File: config.mk
export PLATFORM = sky130hd
export DESIGN_NAME = lcr_top
export DESIGN_NICKNAME = d
export VERILOG_FILES = /design/src/include/lcr_pkg.sv /design/src/hdl/lcr_top.sv /design/src/hdl/lcr_lane_route.sv
export SDC_FILE = /design/constraint.sdc
export NUM_CORES = 1
export LEC_CHECK = 0
export ABC_AREA = 1
export BUFFER_PORTS_ARGS = -buffer_cell sky130_fd_sc_hd__buf_2
export CORE_AREA = 2 2 111 113
export DETAILED_ROUTE_END_ITERATION = 8
export DIE_AREA = 0 0 113 115
export GPL_TIMING_DRIVEN = 0
export PLACE_DENSITY = 0.74
export SLEW_MARGIN = 20
export SYNTH_ARGS = -nofsm -noshare
export SYNTH_HDL_FRONTEND = slang
export SYNTH_SLANG_ARGS = --single-unit
File: constraint.sdc
create_clock -name clk -period 1.5 [get_ports clk]
set_input_delay 0.3 -clock clk [delete_from_list [all_inputs] [get_ports clk]]
set_output_delay 0.3 -clock clk [all_outputs]
set_load 0.02 [all_outputs]
File: src/include/lcr_pkg.sv
// Purpose: Shared constants for the lane configuration and routing control block.
// Assumes: Register writes and reads arrive as decoded byte accesses from an
//          external serial-bus byte engine.
// Notes:   Byte indices follow the device's configuration byte order.
package lcr_pkg;

    localparam int unsigned NUM_LANES   = 4;
    localparam int unsigned IDX_W       = 4;

    // -------------------------------------------------------------------------
    // Register byte indices
    // -------------------------------------------------------------------------
    localparam logic [3:0] IDX_SIGDET   = 4'h0;
    localparam logic [3:0] IDX_RSVD1    = 4'h1;
    localparam logic [3:0] IDX_LOOPDE   = 4'h2;
    localparam logic [3:0] IDX_INOFF    = 4'h3;
    localparam logic [3:0] IDX_OUTOFF   = 4'h4;
    localparam logic [3:0] IDX_RSVD5    = 4'h5;
    localparam logic [3:0] IDX_PWR      = 4'h6;
    localparam logic [3:0] IDX_RSVD7    = 4'h7;
    localparam logic [3:0] IDX_GRPA     = 4'h8;
    localparam logic [3:0] IDX_GRPB     = 4'h9;

    // -------------------------------------------------------------------------
    // Field positions
    // -------------------------------------------------------------------------
    // Loop/de-emphasis byte: lane i loop bit at LOOP_MSB - i.
    localparam int unsigned LOOP_MSB    = 7;
    localparam int unsigned DEMODE_A    = 3;
    localparam int unsigned DEMODE_B    = 2;
    // Per-channel bytes: lane i A channel at CHAN_MSB - 2i, B channel one below.
    localparam int unsigned CHAN_MSB    = 7;
    // Group bytes: equaliser, de-emphasis level, swing.
    localparam int unsigned EQ_LSB      = 5;
    localparam int unsigned DEL_LSB     = 2;
    localparam int unsigned SW_LSB      = 0;

    // -------------------------------------------------------------------------
    // Reset values; the strap capture overwrites the loop, power and group bytes
    // -------------------------------------------------------------------------
    localparam logic [7:0] RST_BYTE     = 8'h00;
    localparam logic [7:0] RST_INOFF    = 8'h00;
    localparam logic [7:0] RST_OUTOFF   = 8'h00;
    localparam logic [7:0] RST_RSVD5    = 8'hff;
    localparam logic [3:0] RST_LOOP_N   = 4'hf;
    // Both groups start at half-bit de-emphasis; the two reserved bits read 0.
    localparam logic [3:0] RST_DEMODE   = 4'hc;
    localparam logic [7:0] RD_RSVD      = 8'h00;

    // -------------------------------------------------------------------------
    // Startup sequencing
    // -------------------------------------------------------------------------
    typedef enum logic [1:0] {
        ST_CAPTURE = 2'b01,
        ST_RUN     = 2'b10
    } lcr_state_t;

endpackage : lcr_pkg

File: src/hdl/lcr_top.sv
// Purpose: Configuration registers, strap capture and lane routing control.
// Assumes: All inputs but the asynchronous rstn synchronous to clk; the serial-bus byte engine is outside
//          and presents one decoded byte write or read at a time.
// Notes:   Straps are captured once, on the first edge after reset release.
`timescale 1ns/100ps
module lcr_top
    import lcr_pkg::*;
(
    input  wire logic                 clk,
    input  wire logic                 rstn,
    // Configuration select and straps.
    input  wire logic                 pin_mode_select,
    input  wire logic                 loopback_strap_n,
    input  wire logic                 powerdown_strap_n,
    input  wire logic                 group_a_deemph_mode,
    input  wire logic                 group_b_deemph_mode,
    input  wire logic [2:0]           group_a_eq_level_select,
    input  wire logic [2:0]           group_b_eq_level_select,
    input  wire logic [1:0]           group_a_swing_select,
    input  wire logic [1:0]           group_b_swing_select,
    input  wire logic [2:0]           group_a_deemph_level_select,
    input  wire logic [2:0]           group_b_deemph_level_select,
    // Decoded register access from the serial-bus byte engine.
    input  wire logic                 reg_wr_en,
    input  wire logic [IDX_W-1:0]     reg_wr_index,
    input  wire logic [7:0]           reg_wr_data,
    input  wire logic                 reg_rd_en,
    input  wire logic [IDX_W-1:0]     reg_rd_index,
    output logic [7:0]                reg_rd_data,
    output logic                      reg_rd_valid,
    output logic                      reg_access_enabled,
    // Lane data, detect and buffer control.
    input  wire logic [NUM_LANES-1:0] chan_a_receive,
    input  wire logic [NUM_LANES-1:0] chan_b_receive,
    input  wire logic [NUM_LANES-1:0] chan_a_sig,
    input  wire logic [NUM_LANES-1:0] chan_b_sig,
    output logic [NUM_LANES-1:0]      chan_a_transmit,
    output logic [NUM_LANES-1:0]      chan_b_transmit,
    output logic [NUM_LANES-1:0]      chan_a_tx_en,
    output logic [NUM_LANES-1:0]      chan_b_tx_en,
    output logic [NUM_LANES-1:0]      chan_a_squelch,
    output logic [NUM_LANES-1:0]      chan_b_squelch,
    // Applied group settings to the analog front end.
    output logic [2:0]                group_a_eq_level,
    output logic [2:0]                group_b_eq_level,
    output logic [1:0]                group_a_swing,
    output logic [1:0]                group_b_swing,
    output logic [2:0]                group_a_deemph_level,
    output logic [2:0]                group_b_deemph_level,
    output logic                      group_a_half_bit,
    output logic                      group_b_half_bit
);

    // -------------------------------------------------------------------------
    // Startup capture sequencer
    // -------------------------------------------------------------------------
    lcr_state_t state_q;
    lcr_state_t state_d;
    logic       capture;

    always_comb begin
        capture = 1'b0;
        case (state_q)
            ST_CAPTURE: begin
                capture = 1'b1;
                state_d = ST_RUN;
            end
            ST_RUN: begin
                state_d = ST_RUN;
            end
            default: begin
                state_d = ST_CAPTURE;
            end
        endcase
    end

    always_ff @(posedge clk or negedge rstn) begin
        if (!rstn) begin
            state_q <= ST_CAPTURE;
        end else begin
            state_q <= state_d;
        end
    end

    // -------------------------------------------------------------------------
    // Configuration registers
    // -------------------------------------------------------------------------
    logic [7:0] loopde_q, loopde_d;
    logic [7:0] inoff_q,  inoff_d;
    logic [7:0] outoff_q, outoff_d;
    logic [7:0] rsvd5_q,  rsvd5_d;
    logic [7:0] pwr_q,    pwr_d;
    logic [7:0] grpa_q,   grpa_d;
    logic [7:0] grpb_q,   grpb_d;
    logic       wr_ok;

    // The select level is used as it stands each cycle, never held.
    assign wr_ok              = reg_wr_en && !pin_mode_select && !capture;
    assign reg_access_enabled = !pin_mode_select;

    always_comb begin
        loopde_d = loopde_q;
        inoff_d  = inoff_q;
        outoff_d = outoff_q;
        rsvd5_d  = rsvd5_q;
        pwr_d    = pwr_q;
        grpa_d   = grpa_q;
        grpb_d   = grpb_q;
        if (capture) begin
            // The straps seed the registers once, whatever the select level.
            loopde_d = {{4{loopback_strap_n}}, group_a_deemph_mode,
                        group_b_deemph_mode, 2'b00};
            pwr_d    = {8{powerdown_strap_n}};
            grpa_d   = {group_a_eq_level_select, group_a_deemph_level_select,
                        group_a_swing_select};
            grpb_d   = {group_b_eq_level_select, group_b_deemph_level_select,
                        group_b_swing_select};
        end else if (wr_ok) begin
            case (reg_wr_index)
                IDX_LOOPDE: loopde_d = {reg_wr_data[7:2], 2'b00};
                IDX_INOFF:  inoff_d  = reg_wr_data;
                IDX_OUTOFF: outoff_d = reg_wr_data;
                IDX_RSVD5:  rsvd5_d  = reg_wr_data;
                IDX_PWR:    pwr_d    = reg_wr_data;
                IDX_GRPA:   grpa_d   = reg_wr_data;
                IDX_GRPB:   grpb_d   = reg_wr_data;
                default:    ;
            endcase
        end
    end

    always_ff @(posedge clk or negedge rstn) begin
        if (!rstn) begin
            loopde_q <= {RST_LOOP_N, RST_DEMODE};
            inoff_q  <= RST_INOFF;
            outoff_q <= RST_OUTOFF;
            rsvd5_q  <= RST_RSVD5;
            pwr_q    <= RST_BYTE;
            grpa_q   <= RST_BYTE;
            grpb_q   <= RST_BYTE;
        end else begin
            loopde_q <= loopde_d;
            inoff_q  <= inoff_d;
            outoff_q <= outoff_d;
            rsvd5_q  <= rsvd5_d;
            pwr_q    <= pwr_d;
            grpa_q   <= grpa_d;
            grpb_q   <= grpb_d;
        end
    end

    // -------------------------------------------------------------------------
    // Applied settings: straps in pin mode, registers otherwise
    // -------------------------------------------------------------------------
    logic [NUM_LANES-1:0] eff_loop_n;
    logic [7:0]           eff_inoff;
    logic [7:0]           eff_outoff;
    logic [7:0]           eff_pwr;
    logic [7:0]           eff_grpa;
    logic [7:0]           eff_grpb;
    logic                 eff_dea;
    logic                 eff_deb;
    logic [7:0]           sig_byte;
    logic [17:0]          grp_d;
    logic [17:0]          grp_q;

    always_comb begin
        sig_byte = 8'h00;
        for (int i = 0; i < NUM_LANES; i++) begin
            eff_loop_n[i]          = loopde_q[LOOP_MSB-i];
            sig_byte[CHAN_MSB-2*i] = chan_a_sig[i];
            sig_byte[CHAN_MSB-2*i-1] = chan_b_sig[i];
        end
        eff_inoff  = inoff_q;
        eff_outoff = outoff_q;
        eff_pwr    = pwr_q;
        eff_grpa   = grpa_q;
        eff_grpb   = grpb_q;
        eff_dea    = loopde_q[DEMODE_A];
        eff_deb    = loopde_q[DEMODE_B];
        if (pin_mode_select) begin
            // Pin control has no disable pins, so no input or output disable applies; only the powerdown strap turns buffers off.
            eff_loop_n = {NUM_LANES{loopback_strap_n}};
            eff_inoff  = RST_INOFF;
            eff_outoff = RST_OUTOFF;
            eff_pwr    = {8{powerdown_strap_n}};
            eff_grpa   = {group_a_eq_level_select, group_a_deemph_level_select,
                          group_a_swing_select};
            eff_grpb   = {group_b_eq_level_select, group_b_deemph_level_select,
                          group_b_swing_select};
            eff_dea    = group_a_deemph_mode;
            eff_deb    = group_b_deemph_mode;
        end
        // One setting per group feeds all four channels of that group.
        grp_d = {eff_grpa[EQ_LSB +: 3], eff_grpb[EQ_LSB +: 3],
                 eff_grpa[SW_LSB +: 2], eff_grpb[SW_LSB +: 2],
                 eff_grpa[DEL_LSB +: 3], eff_grpb[DEL_LSB +: 3],
                 eff_dea, eff_deb};
    end

    always_ff @(posedge clk or negedge rstn) begin
        if (!rstn) begin
            grp_q <= 18'h00000;
        end else begin
            grp_q <= grp_d;
        end
    end

    assign group_a_eq_level     = grp_q[17:15];
    assign group_b_eq_level     = grp_q[14:12];
    assign group_a_swing        = grp_q[11:10];
    assign group_b_swing        = grp_q[9:8];
    assign group_a_deemph_level = grp_q[7:5];
    assign group_b_deemph_level = grp_q[4:2];
    assign group_a_half_bit     = grp_q[1];
    assign group_b_half_bit     = grp_q[0];

    // -------------------------------------------------------------------------
    // Register read port
    // -------------------------------------------------------------------------
    logic [7:0] rd_d;
    logic [7:0] rd_q;
    logic       rdv_q;

    always_comb begin
        case (reg_rd_index)
            IDX_SIGDET: rd_d = sig_byte;
            IDX_LOOPDE: rd_d = loopde_q;
            IDX_INOFF:  rd_d = inoff_q;
            IDX_OUTOFF: rd_d = outoff_q;
            IDX_RSVD5:  rd_d = rsvd5_q;
            IDX_PWR:    rd_d = pwr_q;
            IDX_GRPA:   rd_d = grpa_q;
            IDX_GRPB:   rd_d = grpb_q;
            default:    rd_d = RD_RSVD;
        endcase
        if (!reg_rd_en) begin
            rd_d = rd_q;
        end
    end

    always_ff @(posedge clk or negedge rstn) begin
        if (!rstn) begin
            rd_q  <= RD_RSVD;
            rdv_q <= 1'b0;
        end else begin
            rd_q  <= rd_d;
            rdv_q <= reg_rd_en && !pin_mode_select;
        end
    end

    assign reg_rd_data  = rd_q;
    assign reg_rd_valid = rdv_q;

    // -------------------------------------------------------------------------
    // Lane routing
    // -------------------------------------------------------------------------
    // Loopback is meant to be set once; a change mid-traffic simply reroutes
    // on the next cycle with no glitch protection.
    for (genvar g = 0; g < NUM_LANES; g++) begin : g_lane
        lcr_lane_route u_route (
            .clk               (clk),
            .rstn              (rstn),
            .lane_loop_n       (eff_loop_n[g]),
            .chan_a_input_off  (eff_inoff[CHAN_MSB-2*g]),
            .chan_b_input_off  (eff_inoff[CHAN_MSB-2*g-1]),
            .chan_a_output_off (eff_outoff[CHAN_MSB-2*g]),
            .chan_b_output_off (eff_outoff[CHAN_MSB-2*g-1]),
            .chan_a_pwr_n      (eff_pwr[CHAN_MSB-2*g]),
            .chan_b_pwr_n      (eff_pwr[CHAN_MSB-2*g-1]),
            .chan_a_receive    (chan_a_receive[g]),
            .chan_b_receive    (chan_b_receive[g]),
            .chan_a_sig        (chan_a_sig[g]),
            .chan_b_sig        (chan_b_sig[g]),
            .chan_a_transmit   (chan_a_transmit[g]),
            .chan_b_transmit   (chan_b_transmit[g]),
            .chan_a_tx_en      (chan_a_tx_en[g]),
            .chan_b_tx_en      (chan_b_tx_en[g]),
            .chan_a_squelch    (chan_a_squelch[g]),
            .chan_b_squelch    (chan_b_squelch[g])
        );
    end

endmodule : lcr_top

File: src/hdl/lcr_lane_route.sv
// Purpose: Routing, disable and squelch for one lane (A and B channel pair).
// Assumes: Controls are already resolved between strap and register sources.
// Notes:   Outputs are registered.
`timescale 1ns/100ps
module lcr_lane_route
    import lcr_pkg::*;
(
    input  wire logic clk,
    input  wire logic rstn,
    input  wire logic lane_loop_n,
    input  wire logic chan_a_input_off,
    input  wire logic chan_b_input_off,
    input  wire logic chan_a_output_off,
    input  wire logic chan_b_output_off,
    input  wire logic chan_a_pwr_n,
    input  wire logic chan_b_pwr_n,
    input  wire logic chan_a_receive,
    input  wire logic chan_b_receive,
    input  wire logic chan_a_sig,
    input  wire logic chan_b_sig,
    output logic      chan_a_transmit,
    output logic      chan_b_transmit,
    output logic      chan_a_tx_en,
    output logic      chan_b_tx_en,
    output logic      chan_a_squelch,
    output logic      chan_b_squelch
);

    logic a_live;
    logic b_live;
    logic b_src_data;
    logic b_src_live;
    logic b_src_sig;
    logic [5:0] out_d;
    logic [5:0] out_q;

    always_comb begin
        a_live     = chan_a_pwr_n && !chan_a_input_off;
        b_live     = chan_b_pwr_n && !chan_b_input_off;
        // Normal flow keeps each path straight; loopback feeds A into B as well.
        b_src_data = lane_loop_n ? chan_b_receive : chan_a_receive;
        b_src_live = lane_loop_n ? b_live : a_live;
        b_src_sig  = lane_loop_n ? chan_b_sig : chan_a_sig;
        out_d[0]   = chan_a_receive;
        out_d[1]   = b_src_data;
        out_d[2]   = a_live && chan_a_pwr_n && !chan_a_output_off;
        out_d[3]   = b_src_live && chan_b_pwr_n && !chan_b_output_off;
        out_d[4]   = !chan_a_sig;
        out_d[5]   = !b_src_sig;
    end

    always_ff @(posedge clk or negedge rstn) begin
        if (!rstn) begin
            out_q <= 6'h00;
        end else begin
            out_q <= out_d;
        end
    end

    assign chan_a_transmit = out_q[0];
    assign chan_b_transmit = out_q[1];
    assign chan_a_tx_en    = out_q[2];
    assign chan_b_tx_en    = out_q[3];
    assign chan_a_squelch  = out_q[4];
    assign chan_b_squelch  = out_q[5];

endmodule : lcr_lane_route

==> metrics.md, run 1 <==
| Metric | Value |
|---|---|
| Status | `finished with violations` |
| Violated checks | `design-rule violations, negative setup slack` |
| P_sw | `2.24 mW` |
| Crit path DAT | `1.77 ns` |
| Busiest grt layer | `met2` |
| CTS tree | `yes` |
| Average cell area after synthesis | `8.43 µm²` |
| Initial antenna violation count | `0` |
| Synth warnings | `0` |
| CORE AREA | `0.0118 mm²` |
| Vias/cell | `5.11` |
| Netlist cell types | `31` |
| Die height | `115 µm` |
| Fmax | `0.666 GHz` |
| CTS sink count | `107` |
| Final net count | `791` |
| Gr usage total | `22.3%` |
| Starting Density | `44.0%` |
| Initial drt markers | `332` |
| Full die area | `0.0130 mm²` |
| Mapped cell area | `0.00519 mm²` |
| Detail Placement HPWL | `10.8 mm` |
| Vias after detailed routing | `4522` |
| Syn Inst Count | `616` |
| CTS root buf | `clkbuf_16` |
| Setup TNS Final | `-0.00104 ns` |
| Final Skew | `0.00957 ns` |
| Port Buf Inserts | `106` |
| Synth top area cells | `dfrtp_1 (44%), nand2_1 (14%), dfstp_2 (7.6%)` |
| Worst endpoint required time | `1.77 ns` |
| Ys flop type | `dfrtp_1` |
| # diodes | `0` |
| First-pass GRT wire length | `22.3 mm` |
| Area growth syn-to-layout | `20.6%` |
| GR met2 Demand/Resource | `36.3%` |
| #FFs+latches synth | `107` |
| Register area share after synthesis | `51.9%` |
| Asr flop ratio synth | `100%` |
| Final setup violation count | `1` |
| Met1 Use GR | `30.0%` |
| Antenna-violating nets left | `0` |
| Setup CP Type | `reg2reg` |
| Post-route setup slack | `-0.00104 ns` |
| IO Count | `109` |
| Cell internal pwr | `5.27 mW` |
| Worst Hold Class | `in2reg` |
| Max-cap viol count | `0` |
| Minimum clock period after layout | `1.50 ns` |
| Number of synthesized flops with an enable pin | `0` |
| Final Cycle Share | `100%` |
| Drt drc | `8` |
| CTS Buf Count | `9` |
| Most common cell after layout, fill and taps aside | `nand2_1` |
| RSZ-0062 raised after global routing | `yes` |
| CP Launch Type | `flip-flop` |
| Routability Congestion | `0.921` |
| Most frequent cells in the layout | `nand2_1 (199), buf_2 (113), dfrtp_1 (92)` |
| Max-slew violations | `0` |
| H-tree depth | `3` |
| Router iterations before antenna repair | `7` |
| Die Wd | `113 µm` |
| Reg clk slew, reported paths | `0.07 ns` |
| Met3 Resource Use GR | `3.27%` |
| P_leak | `3.33 nW` |
| Crit Path Max Fanout | `10` |
| Drt wl/cell | `15.8 µm` |
| Final Hold Viols | `0` |
| Clk network pwr share | `31.6%` |
| Reg power frac | `49.4%` |
| Fraction of layout cells with a size suffix above 1 | `30.4%` |
| Std-Cell Rows | `40` |
| Yosys top cell by area | `dfrtp_1` |
| Tot Pwr | `7.51 mW` |
| Gate power share | `18.9%` |
| Vias in the first global route | `4295` |
| Net switching fraction of the power | `29.8%` |
| Measured slew at the worst slew-check pin | `0.674 ns` |
| IR drop worst, VDD | `0.529 mV` |
| Synth top area share | `44.3%` |
| Drt total wl | `14.0 mm` |
| Max_slew headroom | `54.7%` |
| Largest net degree at the start of global routing | `73` |
| Maximum root-to-sink buffer count | `2` |
| CP endpoint kind | `flip-flop` |
| Clk_lat worst skew | `0.35 ns` |
| Grt total ovfl | `0` |
| Pwr dens | `1200 mW/mm²` |
| Post-Syn Nets | `674` |
==> kinds of logic (layout without fill, tap and decap cells) <==
family / after synthesis / in the layout / synth area share (%)
AND/OR/NAND/NOR: 324 / 324 / 27.1
multiplexers: 3 / 3 / 0.650
AO/OA/AOI/OAI: 91 / 91 / 10.4
flip-flops: 107 / 107 / 51.9
buffers and inverters: 90 / 212 / 9.78
adder cells (fa/ha/maj): 1 / 1 / 0.241
==> critical path: stages, from the launching register on <==
cell,delay [ns]
dfrtp_1,0.33
inv_1,0.06
ha_4,0.19
buf_6,0.15
nor2_1,0.41
a21oi_1,0.10
o21ai_1,0.18
==> area by class of cell <==
class	instances	area [µm²]
Inverter	42	168
Fill cell	1147	5540
Clock inverter	4	51.3
Timing Repair Buffer	108	574
Buffer	46	337
Clock buffer	12	246
Tap cell	147	184
Sequential cell	107	2700
Multi-Input combinational cell	419	2010
==> metal layers <==
metal | vias to the layer above | share of wire (%)
met4 | 0 | 2.6
met5 | - | 0
met1 | 2133 | 44
met3 | 25 | 5.7
met2 | 166 | 48
li1 | 2198 | -
==> power groups by stage <==
| stage | Clock [mW] | Combinational [mW] | Sequential (mW) |
|---|---|---|---|
| floorplan | 0 | 0.823 | 3.74 |
| global placement | 0 | 1.37 | 3.74 |
| detailed placement | 0 | 1.42 | 3.75 |
| CTS | 2.41 | 1.43 | 3.70 |
| global route | 2.52 | 1.58 | 3.76 |
| finish | 2.38 | 1.42 | 3.71 |
==> metrics by stage <==
step           instance area [µm²]  setup slack (ns)  std cells  utilization (%)  hold WS (ns)
6_report                      6270          -0.00104        885             53.1        0.0657
5_1_grt                       6270           -0.0493        885             53.1        0.0652
4_1_cts                       6270           0.00681        886             53.1        0.0608
3_5_place_dp                  5940            -0.166        870             50.3         0.217
3_3_place_gp                  5910            -0.960        869             50.0         0.421
2_1_floorplan                 5190            0.0502        616                -       0.00441
==> sequential cells by signal (all words and copies together) (netlist names) <==
name and cells:
grpa_q 8, loopde_q 6, state_q 2, reg_rd_valid 1, g_lane.u_route.out_q 24, inoff_q 8, outoff_q 8, rsvd5_q 8
grp_q 18, grpb_q 8, reg_rd_data 8, pwr_q 8
==> synth_stat cells (4+ instances only) <==
library cell	instances
nor2_2	4
o21ai_0	16
buf_4	31
buf_6	4
dfstp_2	15
dfrtp_1	92
o21ai_1	28
inv_2	7
a21oi_1	30
nor2_1	42
buf_2	11
o21ai_2	10
nand2_1	199
inv_1	31
nand3_1	64
nor2_4	6
==> final timing paths <==
| check | cells past startpoint | slack [ns] | to | start |
|---|---|---|---|---|
| min in group asynchronous | 2 | 0.40 | state_q[1] | rstn |
| worst min-delay path | 1 | 0.07 | g_lane[2].u_route.out_q[0] | chan_a_receive[2] |
| max in group asynchronous | 3 | 0.40 | loopde_q[2] | rstn |
| worst max register to register | 6 | -0.001 | grpb_q[6] | state_q[1] |
| worst max-delay path | 6 | -0.001 | grpb_q[6] | state_q[1] |
| worst min register to register | 2 | 0.48 | rsvd5_q[1] | rsvd5_q[1] |
==> timing repair <==
| item | 4_1_cts | 5_1_grt |
|---|---|---|
| setup endpoints to repair | 46 | 23 |
| resized for setup | 5 | 6 |
| hold buffers | 1 | 0 |
| hold endpoints to repair | 26 | 0 |
| buffers inserted | 0 | 0 |
| pin swaps | 0 | 0 |
(Power assumes the default switching activity.)
==> run 2: changes to the inputs <==
--- a/config.mk
+++ b/config.mk
@@ -6,6 +6,7 @@
 export NUM_CORES = 1
 export LEC_CHECK = 0
 export ABC_AREA = 1
+export ABC_CLOCK_PERIOD_IN_PS = 1500
 export BUFFER_PORTS_ARGS = -buffer_cell sky130_fd_sc_hd__buf_2
 export CORE_AREA = 2 2 111 113
 export DETAILED_ROUTE_END_ITERATION = 8
==> constraint.sdc (replaced) <==
create_clock -name clk -period 1.5 [get_ports clk]
set_input_delay 0.3 -clock clk [delete_from_list [all_inputs] [get_ports clk]]
set_output_delay 0.3 -clock clk [all_outputs]
set_load 0.1 [all_outputs]
==> metrics.md, run 2 (same netlist as run 1, synthesis figures left out) <==
| Metric | Value |
|---|---|
| Status | `finished with violations (unchanged)` |
| Violated checks | `design-rule violations (was design-rule violations, negative setup slack)` |
| Met3 Resource Use GR | `3.27% (unchanged)` |
| Area growth syn-to-layout | `21.6% (was 20.6%)` |
| Worst r2r src | `state_q[1] (unchanged)` |
| Cell internal pwr | `5.29 mW (was 5.27 mW)` |
| First-pass GRT wire length | `22.4 mm (was 22.3 mm)` |
| CTS root buf | `clkbuf_16 (unchanged)` |
| Max-slew violations | `0 (unchanged)` |
| Vias after detailed routing | `4478 (was 4522)` |
| Worst Hold Class | `in2reg (unchanged)` |
| Final setup violation count | `0 (was 1)` |
| Crit path buf inv count | `2 (unchanged)` |
| Post-route setup slack | `0.0279 ns (was -0.00104 ns)` |
| End point of the critical path | `grpb_q[6] (unchanged)` |
| Vias in the first global route | `4299 (was 4295)` |
| Busiest grt layer | `met2 (unchanged)` |
| Reg clk slew, reported paths | `0.07 ns (about the same)` |
| Initial antenna violation count | `0 (unchanged)` |
| Number of cells on the critical path | `6 (unchanged)` |
| R2R cell count | `6 (unchanged)` |
| RR Endpoint | `grpb_q[6] (unchanged)` |
| Largest net degree at the start of global routing | `73 (unchanged)` |
| Met1 Use GR | `30.0% (about the same)` |
| Vias/cell | `5.06 (was 5.11)` |
| Detail Placement HPWL | `10.8 mm (unchanged)` |
| Pwr dens | `1340 mW/mm² (was 1200 mW/mm²)` |
| Fmax | `0.679 GHz (was 0.666 GHz)` |
| Clk network pwr share | `28.1% (was 31.6%)` |
| Largest Register | `g_lane.u_route.out_q (unchanged)` |
| Post-Layout Cell Count | `885 (unchanged)` |
| CTS sink count | `107 (unchanged)` |
| Final Skew | `0.00965 ns (was 0.00957 ns)` |
| Drt wl/cell | `15.8 µm (about the same)` |
| Setup CP Type | `reg2reg (unchanged)` |
| Crit path DAT | `1.74 ns (was 1.77 ns)` |
| Max reg flops | `24 (unchanged)` |
| # diodes | `0 (unchanged)` |
| IO Count | `109 (unchanged)` |
| Final net count | `791 (unchanged)` |
| Final Hold Viols | `0 (unchanged)` |
| Minimum clock period after layout | `1.47 ns (was 1.50 ns)` |
| Full die area | `0.0130 mm² (unchanged)` |
| Drt total wl | `13.9 mm (was 14.0 mm)` |
| Clk_lat worst skew | `0.35 ns (about the same)` |
| Std-Cell Rows | `40 (unchanged)` |
| CTS tree | `yes (unchanged)` |
| Worst path cell trace | `inv_1 -> ha_4 -> buf_6 -> nor2_1 -> a21oi_1 -> o21ai_1 (unchanged)` |
| CP max stage cell | `nor2_1 (unchanged)` |
| CP endpoint kind | `flip-flop (unchanged)` |
| Hold Slack | `0.0695 ns (was 0.0657 ns)` |
| Worst endpoint required time | `1.77 ns (about the same)` |
| H-tree depth | `3 (unchanged)` |
| Util after Layout | `53.5% (was 53.1%)` |
| Fraction of layout cells with a size suffix above 1 | `30.4% (unchanged)` |
| Port Buf Inserts | `106 (unchanged)` |
| Post-placement cell count | `870 (unchanged)` |
| Max-cap viol count | `0 (unchanged)` |
| Fillers | `1139 (was 1147)` |
| Initial drt markers | `399 (was 332)` |
| Crit path max-delay family | `simple AND/OR/NAND/NOR gates (unchanged)` |
| Most frequent cells in the layout | `nand2_1 (199), buf_2 (94), dfrtp_1 (92) (was nand2_1 (199), buf_2 (113), dfrtp_1 (92))` |
| CP Launch Type | `flip-flop (unchanged)` |
| RSZ-0062 raised after global routing | `yes (unchanged)` |
| Reg-to-reg slack, setup | `0.03 ns (was -0.001 ns)` |
| P_sw | `3.17 mW (was 2.24 mW)` |
| Most common cell after layout, fill and taps aside | `nand2_1 (unchanged)` |
| Measured slew at the worst slew-check pin | `0.687 ns (was 0.674 ns)` |
| GR met2 Demand/Resource | `36.3% (unchanged)` |
| Top Registers | `g_lane.u_route.out_q (24), grp_q (18) (unchanged)` |
| Max_slew headroom | `53.8% (was 54.7%)` |
| Router iterations before antenna repair | `7 (unchanged)` |
| Setup TNS Final | `0 ns (was -0.00104 ns)` |
| Die height | `115 µm (unchanged)` |
| CORE AREA | `0.0118 mm² (unchanged)` |
| Worst Setup Slack post-DPL | `-0.281 ns (was -0.166 ns)` |
| Gr usage total | `22.3% (about the same)` |
| P_leak | `3.34 nW (was 3.33 nW)` |
| Drt drc | `8 (unchanged)` |
| CTS Buf Count | `9 (unchanged)` |
| Maximum root-to-sink buffer count | `2 (unchanged)` |
| Crit path largest cell delay | `0.39 ns (was 0.41 ns)` |
| Die Wd | `113 µm (unchanged)` |
| Routability Congestion | `0.921 (unchanged)` |
| Final Cycle Share | `98.1% (was 100%)` |
| Grt total ovfl | `0 (unchanged)` |
| Crit Path Max Fanout | `10 (unchanged)` |
| CP Launch Point | `state_q[1] (unchanged)` |
| Antenna-violating nets left | `0 (unchanged)` |
| Gate power share | `28.0% (was 18.9%)` |
| Reg power frac | `43.9% (was 49.4%)` |
| Starting Density | `44.0% (unchanged)` |
| IR drop worst, VDD | `0.533 mV (was 0.529 mV)` |
| Net switching fraction of the power | `37.4% (was 29.8%)` |
[run 2: through the flow]
step	area, µm²	total power, mW
after floorplan	5190	5.48
after global placement	5910	6.04
after detailed placement	5940	6.10
after CTS	6280	8.48
after global routing	6320	8.82
final	6320	8.46
[run 2: final cells by class]
type / count / area, µm² / share of cell area, %
inverters: 42 / 168 / 2.65
multi-input cells: 419 / 2010 / 31.8
repair buffers: 108 / 623 / 9.86
well taps: 147 / 184 / 2.91
clock buffers: 12 / 246 / 3.90
plain buffers: 46 / 339 / 5.37
clock inverters: 4 / 51.3 / 0.812
flip-flops and latches: 107 / 2700 / 42.7
[run 2: worst reg2reg max path, stage by stage (launching register included)]
cell	delay [ns]
dfrtp_1	0.33
inv_1	0.06
ha_4	0.19
buf_6	0.15
nor2_1	0.39
a21oi_1	0.11
o21ai_1	0.16
[run 2: how the worst min path moves through the flow]
stage                                             to               from  cells after the start  slack (ns)
after detailed placement                  state_q[1]               rstn                      1        0.22
after global routing      g_lane[3].u_route.out_q[0]  chan_a_receive[3]                      1        0.07
final                     g_lane[2].u_route.out_q[0]  chan_a_receive[2]                      1        0.07
after CTS                 g_lane[2].u_route.out_q[0]  chan_a_receive[2]                      1        0.06
after floorplan           g_lane[0].u_route.out_q[0]               rstn                      0       0.004
after global placement    g_lane[3].u_route.out_q[0]  chan_a_receive[3]                      1        0.42
[run 2: what timing repair did]
item,4_1_cts,5_1_grt
endpoints found under the hold margin,26,0
buffers inserted,0,0
resized for setup,10,21
hold buffers,1,0
setup endpoints to repair,49,38
pin swaps,0,0
[run 2: routing by layer]
metal / vias up / share of wire [%]
met5: - / 0
met4: 0 / 2.6
met3: 23 / 5.1
met2: 152 / 48
met1: 2106 / 44
li1: 2197 / -
[run 2: power groups by stage]
stage | clock network, mW | registers, mW | logic [mW]
2_1_floorplan | 0 | 4.26 | 1.23
3_3_place_gp | 0 | 3.74 | 2.30
3_5_place_dp | 0 | 3.75 | 2.35
4_1_cts | 2.41 | 3.70 | 2.36
5_1_grt | 2.52 | 3.76 | 2.54
6_report | 2.38 | 3.71 | 2.37
==> run 3: changes to the inputs <==
--- a/config.mk
+++ b/config.mk
@@ -5,7 +5,6 @@
 export SDC_FILE = /design/constraint.sdc
 export NUM_CORES = 1
 export LEC_CHECK = 0
-export ABC_AREA = 1
 export ABC_CLOCK_PERIOD_IN_PS = 1500
 export BUFFER_PORTS_ARGS = -buffer_cell sky130_fd_sc_hd__buf_2
 export CORE_AREA = 2 2 111 113
==> metrics.md, run 3 <==
| Metric | Value |
|---|---|
| CORE AREA | `0.0118 mm² (unchanged)` |
| Synth top area cells | `dfrtp_1 (44%), mux2i_1 (11%), mux2_2 (8.5%) (was dfrtp_1 (44%), nand2_1 (14%), dfstp_2 (7.6%))` |
| Most numerous cell in the Yosys netlist | `dfrtp_1 (was nand2_1)` |
| CP Launch Type | `flip-flop (unchanged)` |
| Synth top area share | `44.4% (was 44.3%)` |
| IO Count | `109 (unchanged)` |
| Routability Congestion | `0.894 (was 0.921)` |
| Top Metal Used | `met4 (unchanged)` |
| Most common cell after layout, fill and taps aside | `dfrtp_1 (was nand2_1)` |
| Vias in the first global route | `3911 (was 4299)` |
| Port Buf Inserts | `106 (unchanged)` |
| Worst path cell trace | `ha_4 -> clkbuf_16 -> inv_8 -> nand4_1 -> buf_6 -> mux2_4 (was inv_1 -> ha_4 -> buf_6 -> nor2_1 -> a21oi_1 -> o21ai_1)` |
| First-pass GRT wire length | `21.3 mm (was 22.4 mm)` |
| Largest net degree at the start of global routing | `58 (was 73)` |
| Std-Cell Rows | `40 (unchanged)` |
| Register area share after synthesis | `52.0% (was 51.9%)` |
| CP endpoint kind | `flip-flop (unchanged)` |
| Initial drt markers | `254 (was 399)` |
| Drt drc | `6 (was 8)` |
| Post-route setup slack | `-0.0431 ns (was 0.0279 ns)` |
| Measured slew at the worst slew-check pin | `0.846 ns (was 0.687 ns)` |
| Final setup violation count | `16 (was 0)` |
| Final Hold Viols | `0 (unchanged)` |
| Grt total ovfl | `0 (unchanged)` |
| P_leak | `3.09 nW (was 3.34 nW)` |
| CP Launch Point | `state_q[0] (was state_q[1])` |
| Status | `finished with violations (unchanged)` |
| Die Wd | `113 µm (unchanged)` |
| Maximum root-to-sink buffer count | `2 (unchanged)` |
| Worst Hold Launch | `chan_a_receive[3] (was chan_a_receive[2])` |
| Hold Slack | `0.0611 ns (was 0.0695 ns)` |
| Yosys top cell by area | `dfrtp_1 (unchanged)` |
| Fmax | `0.648 GHz (was 0.679 GHz)` |
| CTS root buf | `clkbuf_16 (unchanged)` |
| #FFs+latches synth | `107 (unchanged)` |
| Worst Hold Class | `in2reg (unchanged)` |
| Initial antenna violation count | `0 (unchanged)` |
| Setup CP Type | `reg2reg (unchanged)` |
| Max-slew violations | `0 (unchanged)` |
| Crit Path Max Fanout | `8 (was 10)` |
| CTS Buf Count | `9 (unchanged)` |
| Worst r2r src | `state_q[0] (was state_q[1])` |
| Asr flop ratio synth | `100% (unchanged)` |
| Pwr dens | `1300 mW/mm² (was 1340 mW/mm²)` |
| Final Cycle Share | `103% (was 98.1%)` |
| IR drop worst, VDD | `0.666 mV (was 0.533 mV)` |
| Worst endpoint required time | `1.74 ns (was 1.77 ns)` |
| Gr usage total | `21.1% (was 22.3%)` |
| Fraction of layout cells with a size suffix above 1 | `44.3% (was 30.4%)` |
| Metal-1 WL | `5.79 mm (was 6.10 mm)` |
| Antenna-violating nets left | `0 (unchanged)` |
| Tot Pwr | `8.67 mW (was 8.46 mW)` |
| Number of synthesized flops with an enable pin | `0 (unchanged)` |
| Starting Density | `43.9% (was 44.0%)` |
| Area growth syn-to-layout | `28.3% (was 21.6%)` |
| H-tree depth | `3 (unchanged)` |
| Netlist cell types | `36 (was 31)` |
| Met3 WL | `620 µm (was 717 µm)` |
| Footprint of the multi-input gates | `0.00226 mm² (was 0.00201 mm²)` |
| Average cell area after synthesis | `11.7 µm² (was 8.43 µm²)` |
| Top Registers | `g_lane.u_route.out_q (24), grp_q (18) (unchanged)` |
| Post-Syn Nets | `500 (was 674)` |
| Max_slew headroom | `43.6% (was 53.8%)` |
| Minimum clock period after layout | `1.54 ns (was 1.47 ns)` |
| Max reg flops | `24 (unchanged)` |
| Die height | `115 µm (unchanged)` |
| Final net count | `627 (was 791)` |
| Clk_lat worst skew | `0.35 ns (about the same)` |
| CTS tree | `yes (unchanged)` |
| CP max stage cell | `dfstp_2 (was nor2_1)` |
| Top cells by count, synth | `dfrtp_1 (92), mux2i_1 (55), mux2_2 (39), a21oi_1 (30) (was nand2_1 (199), dfrtp_1 (92), nand3_1 (64), nor2_1 (42))` |
| Register Area | `0.00270 mm² (unchanged)` |
| Routed wl met2 | `6.37 mm (was 6.76 mm)` |
| Most frequent cells in the layout | `dfrtp_1 (92), buf_2 (83), mux2i_1 (55) (was nand2_1 (199), buf_2 (94), dfrtp_1 (92))` |
| Crit path largest cell delay | `0.55 ns (was 0.39 ns)` |
| Largest Register | `g_lane.u_route.out_q (unchanged)` |
| CTS sink count | `107 (unchanged)` |
| Violated checks | `design-rule violations, negative setup slack (was design-rule violations)` |
| Synth warnings | `0 (unchanged)` |
| Drt wl/cell | `18.1 µm (was 15.8 µm)` |
| Fillers | `1019 (was 1139)` |
| Final Skew | `0.00446 ns (was 0.00965 ns)` |
| Router iterations before antenna repair | `7 (unchanged)` |
| Max-cap viol count | `0 (unchanged)` |
| RSZ-0062 raised after global routing | `yes (unchanged)` |
| # diodes | `0 (unchanged)` |
| Syn Inst Count | `442 (was 616)` |
| Detail Placement HPWL | `9.49 mm (was 10.8 mm)` |
| Ys flop type | `dfrtp_1 (unchanged)` |
| Vias after detailed routing | `3785 (was 4478)` |
| Mapped cell area | `0.00518 mm² (was 0.00519 mm²)` |
| Vias/cell | `5.25 (was 5.06)` |
| Full die area | `0.0130 mm² (unchanged)` |
| Reg clk slew, reported paths | `0.07 ns (about the same)` |
| Crit path DAT | `1.78 ns (was 1.74 ns)` |
| Drt total wl | `13.1 mm (was 13.9 mm)` |
run 3: logic make-up after synthesis:
family	Yosys count	share of synthesized area (%)
compound gates	70	7.51
fa+ha+maj	1	0.241
buf+inv	67	6.93
simple gates	95	11.9
flops	107	52.0
mux	102	21.4
run 3: what timing repair did:
item	CTS	global route
gates resized for setup	25	46
buffers inserted	8	1
endpoints found under the hold margin	43	0
setup endpoints to repair	61	75
hold buffers	1	0
pin swaps	6	5
run 3: critical path, delay by kind of cell, from the launching register on:
family	cells	cell delay, ns
flops	1	0.55
buf+inv	3	0.36
simple gates	1	0.08
mux	1	0.31
fa+ha+maj	1	0.14
run 3: per-stage QoR:
step / std cells / util, % / worst slack [ns] / cell area [µm²] / setup TNS [ns]
6_report: 721 / 56.3 / -0.0431 / 6650 / -0.575
5_1_grt: 721 / 56.3 / -0.0974 / 6650 / -1.04
3_5_place_dp: 696 / 51.1 / -0.767 / 6030 / -20.38
3_3_place_gp: 695 / 50.8 / -0.990 / 6000 / -116.02
4_1_cts: 720 / 55.3 / -0.0560 / 6540 / -0.742
2_1_floorplan: 442 / - / -0.335 / 5280 / -6.43
run 3: where the power goes:
part | total, mW | switching (mW) | internal, mW
Combinational | 2.52 | 1.69 | 0.822
Clock | 2.46 | 1.06 | 1.39
Sequential | 3.69 | 0.315 | 3.38
Total | 8.67 | 3.07 | 5.59
run 3: final timing paths:
check	slack, ns	end	cells past startpoint
worst max-delay path	-0.04	inoff_q[0]	6
max in group asynchronous	0.37	rsvd5_q[7]	3
worst min-delay path	0.06	g_lane[3].u_route.out_q[0]	1
worst max register to register	-0.04	inoff_q[0]	6
min in group asynchronous	0.45	g_lane[3].u_route.out_q[4]	2
worst min register to register	0.52	g_lane[3].u_route.out_q[3]	1
run 3: metal layers:
layer  vias to the layer above  GRT usage, %
li1                       1812             -
met1                      1851          28.4
met2                       105          34.5
met3                        17          2.74
met4                         0          9.35
met5                         -             0
run 3: area by class of cell:
type                            count  area share (%)
Sequential cell                   107            40.6
Multi-Input combinational cell    268            34.1
Timing Repair Buffer              117            11.4
Buffer                             49            5.40
Clock buffer                       11            3.80
Tap cell                          147            2.77
Inverter                           17            1.13
Clock inverter                      5           0.903
